===== src/hdl/sysref_out_pkg.sv =====
// Constants for the reference output state control bank: offsets,
// field positions, reset values and delay and amplitude steps.
// Assumes an 8-bit configuration port with 8-bit register addresses.
package sysref_out_pkg;

    // ------------------------------------------------------------
    // Bank shape
    // ------------------------------------------------------------
    localparam int NUM_OUT = 8;

    // ------------------------------------------------------------
    // Register offsets, index 0 = A0 ... index 7 = D
    // ------------------------------------------------------------
    localparam logic [7:0][7:0] SRC_OFS = {8'h58, 8'h49, 8'h48, 8'h39,
                                           8'h38, 8'h2a, 8'h29, 8'h28};
    localparam logic [7:0] DRV_DELTA = 8'h04;  // Driver reg = source + 4
    localparam logic [7:0] EN_OFS    = 8'h76;

    // ------------------------------------------------------------
    // Source and delay register fields
    // ------------------------------------------------------------
    localparam int SRC_FINE_HI   = 6;  // Fine delay bits [1:0]
    localparam int SRC_FINE_LO   = 5;
    localparam int SRC_MUX       = 4;
    localparam int SRC_COARSE_HI = 3;
    localparam int SRC_COARSE_LO = 1;
    localparam int SRC_FINE_MSB  = 0;  // Fine delay bit [2]
    localparam logic [7:0] SRC_MASK  = 8'h7f;
    localparam logic [7:0] SRC_RESET = 8'h10;  // Source is SYSREF

    // ------------------------------------------------------------
    // Driver settings register fields
    // ------------------------------------------------------------
    localparam int DRV_PD     = 7;
    localparam int DRV_BIAS   = 5;
    localparam int DRV_STYLE  = 4;
    localparam int DRV_AMP_HI = 3;
    localparam int DRV_AMP_LO = 2;
    localparam logic [7:0] DRV_MASK  = 8'hbc;
    localparam logic [7:0] DRV_RESET = 8'h00;
    localparam logic [7:0] EN_RESET  = 8'h00;

    // ------------------------------------------------------------
    // Delay and amplitude scales
    // ------------------------------------------------------------
    localparam logic [10:0] COARSE_STEP_PS = 11'h0fe;  // 254 ps
    localparam logic [7:0][10:0] FINE_PS = {
        11'h0a0, 11'h087, 11'h06e, 11'h055,   // 160 135 110 85
        11'h04b, 11'h032, 11'h019, 11'h000};  // 75 50 25 0
    localparam logic [9:0] AMP_STEP_MV = 10'h0fa;  // 250 mV

endpackage


===== src/hdl/sysref_output_state_control.sv =====
// Register bank and decoded driver controls for eight reference outputs.
// Assumes a same-clock configuration port: one write or read per cycle,
// and a global bias-type level from the same clock domain.
`timescale 1ns/1ps

module sysref_output_state_control (
    input  wire logic               clk_in,
    input  wire logic               srst_in,
    input  wire logic [7:0]         addr_in,
    input  wire logic               wr_in,
    input  wire logic [7:0]         wdata_in,
    input  wire logic               rd_in,
    input  wire logic               bias_type_in,
    output logic      [7:0]         rdata_out,
    output logic      [7:0]         sel_sysref_out,
    output logic      [7:0][10:0]   delay_ps_out,
    output logic      [7:0]         bias_on_out,
    output logic      [7:0]         lvpecl_out,
    output logic      [7:0][9:0]    amp_mv_out,
    output logic      [7:0]         powered_out,
    output logic      [7:0]         drive_on_out
);

    // ------------------------------------------------------------
    // State
    // ------------------------------------------------------------
    typedef struct packed {
        logic [7:0][7:0]  src_reg;
        logic [7:0][7:0]  drv_reg;
        logic [7:0]       en_reg;
        logic [7:0]       rdata;
        logic [7:0]       sel_sysref;
        logic [7:0][10:0] delay_ps;
        logic [7:0]       bias_on;
        logic [7:0]       lvpecl;
        logic [7:0][9:0]  amp_mv;
        logic [7:0]       powered;
        logic [7:0]       drive_on;
    } state_t;

    state_t st;
    state_t next_st;

    // ------------------------------------------------------------
    // Register map
    // ------------------------------------------------------------
    // Source and delay registers, one per output:
    //   A0 0x28, A1 0x29, A2 0x2a, B0 0x38, B1 0x39,
    //   C0 0x48, C1 0x49, D 0x58.
    //   [7]   reserved, written bits dropped, reads zero
    //   [6:5] fine delay code bits 1 and 0
    //   [4]   source select, 1 = SYSREF, 0 = channel clock
    //   [3:1] coarse delay code, 254 ps per step
    //   [0]   fine delay code bit 2
    // The fine code is split across the byte, so the decoder
    // rebuilds it as {bit 0, bits 6:5} before the table look-up.
    //
    // Driver settings registers sit four above their source
    // register (0x2c up to 0x5c):
    //   [7]   power-down, 1 = output off
    //   [6]   reserved
    //   [5]   crosspoint bias request
    //   [4]   format, 1 = LVPECL, 0 = LVDS
    //   [3:2] amplitude code, 250 mV per step from 250 mV
    //   [1:0] reserved
    //
    // Global enable register at 0x76: bit 7 enables A0 and
    // bit 0 enables D, so the index is flipped on decode.
    //
    // Every other address is unmapped: writes are ignored and
    // reads return zero. Reads see the value before a write in
    // the same cycle, which keeps the write data off the read
    // path and shortens the longest path through the bank.
    //
    // The bias request is not checked against the format here;
    // software must only set it on AC-coupled LVDS outputs, so
    // a wrong setting passes straight through to the driver.

    // ------------------------------------------------------------
    // Next state: register writes, readback and decoded controls
    // ------------------------------------------------------------
    // Reads return the value before a same-cycle write; decoded controls
    // follow the registers one cycle later so every output is a flop.
    always_comb begin
        next_st = st;
        next_st.rdata = 8'h00;  // Unmapped addresses read as zero
        for (int i = 0; i < sysref_out_pkg::NUM_OUT; i++) begin
            // Per-output copies at their own offsets
            if (wr_in && addr_in == sysref_out_pkg::SRC_OFS[i]) begin
                next_st.src_reg[i] = wdata_in & sysref_out_pkg::SRC_MASK;
            end
            if (wr_in && addr_in == sysref_out_pkg::SRC_OFS[i]
                    + sysref_out_pkg::DRV_DELTA) begin
                next_st.drv_reg[i] = wdata_in & sysref_out_pkg::DRV_MASK;
            end
            if (rd_in && addr_in == sysref_out_pkg::SRC_OFS[i]) begin
                next_st.rdata = st.src_reg[i];
            end
            if (rd_in && addr_in == sysref_out_pkg::SRC_OFS[i]
                    + sysref_out_pkg::DRV_DELTA) begin
                next_st.rdata = st.drv_reg[i];
            end
            next_st.sel_sysref[i] =
                st.src_reg[i][sysref_out_pkg::SRC_MUX];
            // Coarse steps plus non-linear fine table
            next_st.delay_ps[i] = 11'(st.src_reg[i][
                    sysref_out_pkg::SRC_COARSE_HI:
                    sysref_out_pkg::SRC_COARSE_LO])
                * sysref_out_pkg::COARSE_STEP_PS
                + sysref_out_pkg::FINE_PS[{
                    st.src_reg[i][sysref_out_pkg::SRC_FINE_MSB],
                    st.src_reg[i][sysref_out_pkg::SRC_FINE_HI:
                                  sysref_out_pkg::SRC_FINE_LO]}];
            // Bias only counts while the global bias type is set
            next_st.bias_on[i] = st.drv_reg[i][sysref_out_pkg::DRV_BIAS]
                && bias_type_in;
            next_st.powered[i] =
                !st.drv_reg[i][sysref_out_pkg::DRV_PD];
            next_st.lvpecl[i] = st.drv_reg[i][sysref_out_pkg::DRV_STYLE]
                && !st.drv_reg[i][sysref_out_pkg::DRV_PD];
            // Same scale in both formats; zero when powered down
            if (st.drv_reg[i][sysref_out_pkg::DRV_PD]) begin
                next_st.amp_mv[i] = 10'h000;
            end else begin
                next_st.amp_mv[i] = 10'(sysref_out_pkg::AMP_STEP_MV
                    * (10'(st.drv_reg[i][sysref_out_pkg::DRV_AMP_HI:
                                         sysref_out_pkg::DRV_AMP_LO])
                       + 10'h001));
            end
            // Enable bit order is A0 at the top
            next_st.drive_on[i] = st.en_reg[7 - i]
                && !st.drv_reg[i][sysref_out_pkg::DRV_PD];
        end
        if (wr_in && addr_in == sysref_out_pkg::EN_OFS) begin
            next_st.en_reg = wdata_in;
        end
        if (rd_in && addr_in == sysref_out_pkg::EN_OFS) begin
            next_st.rdata = st.en_reg;
        end
    end

    // ------------------------------------------------------------
    // State register
    // ------------------------------------------------------------
    // Decoded outputs clear on reset and settle one cycle later.
    always_ff @(posedge clk_in) begin
        if (srst_in) begin
            st <= '0;
            st.src_reg <= {8{sysref_out_pkg::SRC_RESET}};
            st.drv_reg <= {8{sysref_out_pkg::DRV_RESET}};
            st.en_reg  <= sysref_out_pkg::EN_RESET;
        end else begin
            st <= next_st;
        end
    end

    // ------------------------------------------------------------
    // Outputs
    // ------------------------------------------------------------
    assign rdata_out      = st.rdata;
    assign sel_sysref_out = st.sel_sysref;
    assign delay_ps_out   = st.delay_ps;
    assign bias_on_out    = st.bias_on;
    assign lvpecl_out     = st.lvpecl;
    assign amp_mv_out     = st.amp_mv;
    assign powered_out    = st.powered;
    assign drive_on_out   = st.drive_on;

    for (genvar g = 0; g < 8; g++) begin : g_chk

    end
endmodule // sysref_output_state_control


===== config.mk =====
export PLATFORM = sky130hd
export DESIGN_NAME = sysref_output_state_control
export DESIGN_NICKNAME = d
export VERILOG_FILES = /design/src/hdl/sysref_out_pkg.sv /design/src/hdl/sysref_output_state_control.sv
export SDC_FILE = /design/constraint.sdc
export NUM_CORES = 1
export LEC_CHECK = 0
export ABC_AREA = 1
export BUFFER_PORTS_ARGS = -buffer_cell sky130_fd_sc_hd__buf_4
export CELL_PAD_IN_SITES_DETAIL_PLACEMENT = 0
export CELL_PAD_IN_SITES_GLOBAL_PLACEMENT = 1
export CORE_UTILIZATION = 44
export DETAILED_ROUTE_END_ITERATION = 10
export MAX_ROUTING_LAYER = met4
export PLACE_DENSITY = 0.9
export REMOVE_ABC_BUFFERS = 1
export SYNTH_ARGS = -nofsm -noshare
export SYNTH_HDL_FRONTEND = slang
export SYNTH_SLANG_ARGS = --single-unit

===== constraint.sdc =====
create_clock -name clk_in -period 4.9 [get_ports clk_in]
set_clock_uncertainty 0.15 [all_clocks]
set_input_delay 0.98 -clock clk_in [delete_from_list [all_inputs] [get_ports clk_in]]
set_output_delay 0.98 -clock clk_in [all_outputs]
set_load 0.01 [all_outputs]

==> summary.md <==
| Metric | Value |
|---|---|
| Cell total after placement | `2928` |
| IO Port Bufs | `228` |
| Number of H-tree levels | `2` |
| Share of layout cells above drive strength 1 | `15.7%` |
| DRC errors left | `0` |
| Top-Level Pins | `237` |
| Die ar. | `0.0456 mm^2` |
| Post-DR vias/cell | `4.79` |
| Critical Path Fanout Max | `5` |
| Ys async rst share | `0%` |
| Met3 global-route usage | `3.13%` |
| Synth top area share | `38.2%` |
| # nets final | `approximately 2.7k` |
| Synth-to-Final Area Change | `11.1%` |
| Reg2reg start | `st[337]$_SDFFE_PP0P_` |
| Outcome | `complete, no violations` |
| Synth unique cells | `45` |
| Mapped Cells | `between 2k and 2.5k` |
| Global-route met2 utilization | `33.5%` |
| Row cnt | `77` |
| TritonCTS Buffers | `42` |
| Busiest grt layer | `met2` |
| Ys flop type | `dfxtp_1` |
| First-pass GRT wire length | `between 70 and 80 mm` |
| CP peak stage delay | `~0.7 ns` |
| Crit path DAT | `4.46 ns` |
| Maximum VDD drop | `0.200 mV` |
| Largest net degree at the start of global routing | `66` |
| CTS Buffer Depth | `3` |
| Hold path startpoint | `next_st[145]$_DFF_P_` |
| Setup violators final | `0` |
| Initial core utilization | `between 40 and 50%` |
| Fin util | `49.5%` |
| Mapped cell area | `~0.02 mm^2` |
| Fmax | `0.243 GHz` |
| Type of origin of the critical path | `flip-flop` |
| Most common cell in the netlist | `dfxtp_1` |
| Post-route ant nets | `0` |
| CTS resizes | `0` |
| Number of max-cap violations | `0` |
| Tcrit/Tclk final | `between 80% and 90%` |
| Layout Cells excl Fill | `3003` |
| Post-DP HPWL | `34.2 mm` |
| DIE WIDTH | `between 200 and 250 um` |
| CP most frequent cell | `nor2_1` |
| CTS Hold Bufs | `0` |
| Worst Tran Pin Value | `0.843 ns` |
| Global routing usage on met1 | `between 20% and 30%` |
| 1st-pass router iterations | `7` |
| CP top delay family | `adder cells` |
| Detailed-route via count | `14.4k` |
| Placer Congestion | `0.839` |
| P_leak | `~11 nW` |
| Final min period | `4.11 ns` |
| Post-Route WL | `45.5 mm` |
| Sequential element share of the synthesized area | `38.2%` |
| Clock Pin Slew Worst Setup and Hold Paths | `0.06 ns` |
| Final Hold Violating Endpoints | `0` |
| Buf/Inv on CP | `3` |
| Clock Sinks | `376` |
| DRT iter0 DRCs | `842` |
| Clk_lat worst skew | `0.56 ns` |
| Crit-path slowest cell | `fa_1` |
| CTS tree | `done` |
| Die H | `214 um` |
| Crit Path Category | `reg2reg` |
| Number of synthesized flops with an enable pin | `0` |
| Synthesis Warnings | `0` |
| Top cells by area, synth | `dfxtp_1, ha_1, buf_4` |
| CP endpoint kind | `flip-flop` |
| Vias in the first global route | `around 14k` |
| Hold WC Path Type | `reg2reg` |
| Worst Slack Setup Final | `0.787 ns` |
| Syn Area/Cell | `8.35 um^2` |
| Final TNS setup | `0 ns` |
| CP cell instances | `fa_1, ha_1, inv_1, fa_1, inv_1, fa_1, ha_1, nand2_1, o21ai_0, nor2_1, nor2_1, nor2_1, inv_1, a21oi_1, or2_2, nor2_1, o21ai_0, a21oi_1` |
| Initial antenna violation count | `1` |
| Pwr dens | `306 mW/mm^2` |
| Max_slew headroom | `between 40% and 50%` |
| GRT Total Usage | `between 20% and 30%` |
| Routed length per placed instance | `15.2 um` |
| Number of synthesized register bits | `about 380` |
| Root Buffer Master | `clkbuf_16` |
| Slew Viols, Final | `0` |
| CORE AREA | `0.0442 mm^2` |
| Top post-synthesis cells by count | `dfxtp_1, nor2_1, inv_1` |
| Number of setup buffers added after CTS | `0` |
| Dominant cell type by area after synthesis | `dfxtp_1` |
| RSZ-0062 raised after global routing | `false` |
| Required time worst endpoint | `5.25 ns` |
| Setup crit start | `st[337]$_SDFFE_PP0P_` |
| Dpl ws | `0.802 ns` |
| Global route overflow | `0` |
worst min-delay path: cells and delay by family, from the launching register on:
family | cells | cell delay [ns]
buf+inv | 1 | 0.04
flops | 1 | 0.30
simple gates | 1 | 0.03
cell type report:
| class | count | area [um^2] |
|---|---|---|
| sequential | 376 | 7530 |
| antenna | 1 | 2.50 |
| multi-input combinational | 1391 | 9120 |
| clock buffer | 48 | 1110 |
| timing repair buffer | 231 | 1730 |
| clock inverter | 26 | 359 |
| tap | 592 | 741 |
| inverter | 338 | 1270 |
| fill | 4162 | 22400 |
power by group:
part / total, mW / internal (mW) / switching, mW
combinational: 0.242 / 0.0809 / 0.161
clock: 3.35 / 2.02 / 1.33
sequential: 3.11 / 3.09 / 0.0136
total: 6.70 / 5.19 / 1.51
cells in the final DEF, fill, tap and decap left out, drive strengths merged, types with 29 or more instances in the layout:
master	instances
fa	59
clkbuf	48
nor3	29
dfxtp	376
nor2	341
ha	203
a21oi	203
nand3	35
o21ai	180
buf	231
nand2	226
inv	339
layer usage:
layer	vias up	part of all wire (%)	wire length [um]
li1	7266	-	-
met1	6679	46	21000
met2	351	46	21000
met3	92	4.6	2110
met4	0	3.0	1370
met5	-	0	0
through the flow:
stage | hold WS (ns) | power, mW | area, um^2
after floorplan | 0.238 | 3.28 | 17900
after global placement | 0.251 | 3.41 | 20400
after detailed placement | 0.246 | 3.42 | 20400
after CTS | 0.261 | 6.78 | 21900
after global routing | 0.276 | 6.92 | 21900
final | 0.259 | 6.70 | 21900
worst paths after layout:
kind                                       to  cells after the start  slack [ns]
setup / recovery  delay_ps_out[76]$_SDFF_PP0_                     18        0.79
hold / removal    delay_ps_out[33]$_SDFF_PP0_                      2        0.26
setup reg to reg  delay_ps_out[76]$_SDFF_PP0_                     18        0.79
hold reg to reg   delay_ps_out[33]$_SDFF_PP0_                      2        0.26
cell families after synthesis:
group	count (synthesis)	synth area share, %
AOI/OAI and AO/OA	431	11.5
other	1	0.0190
DFF	376	38.2
and+or+nand+nor	662	14.5
buffers and inverters	598	15.6
xor gates and xnor gates	27	1.20
adders and majority gates	262	18.9
muxes	1	0.0508
No activity file was read; power rests on OpenSTA's default activity.
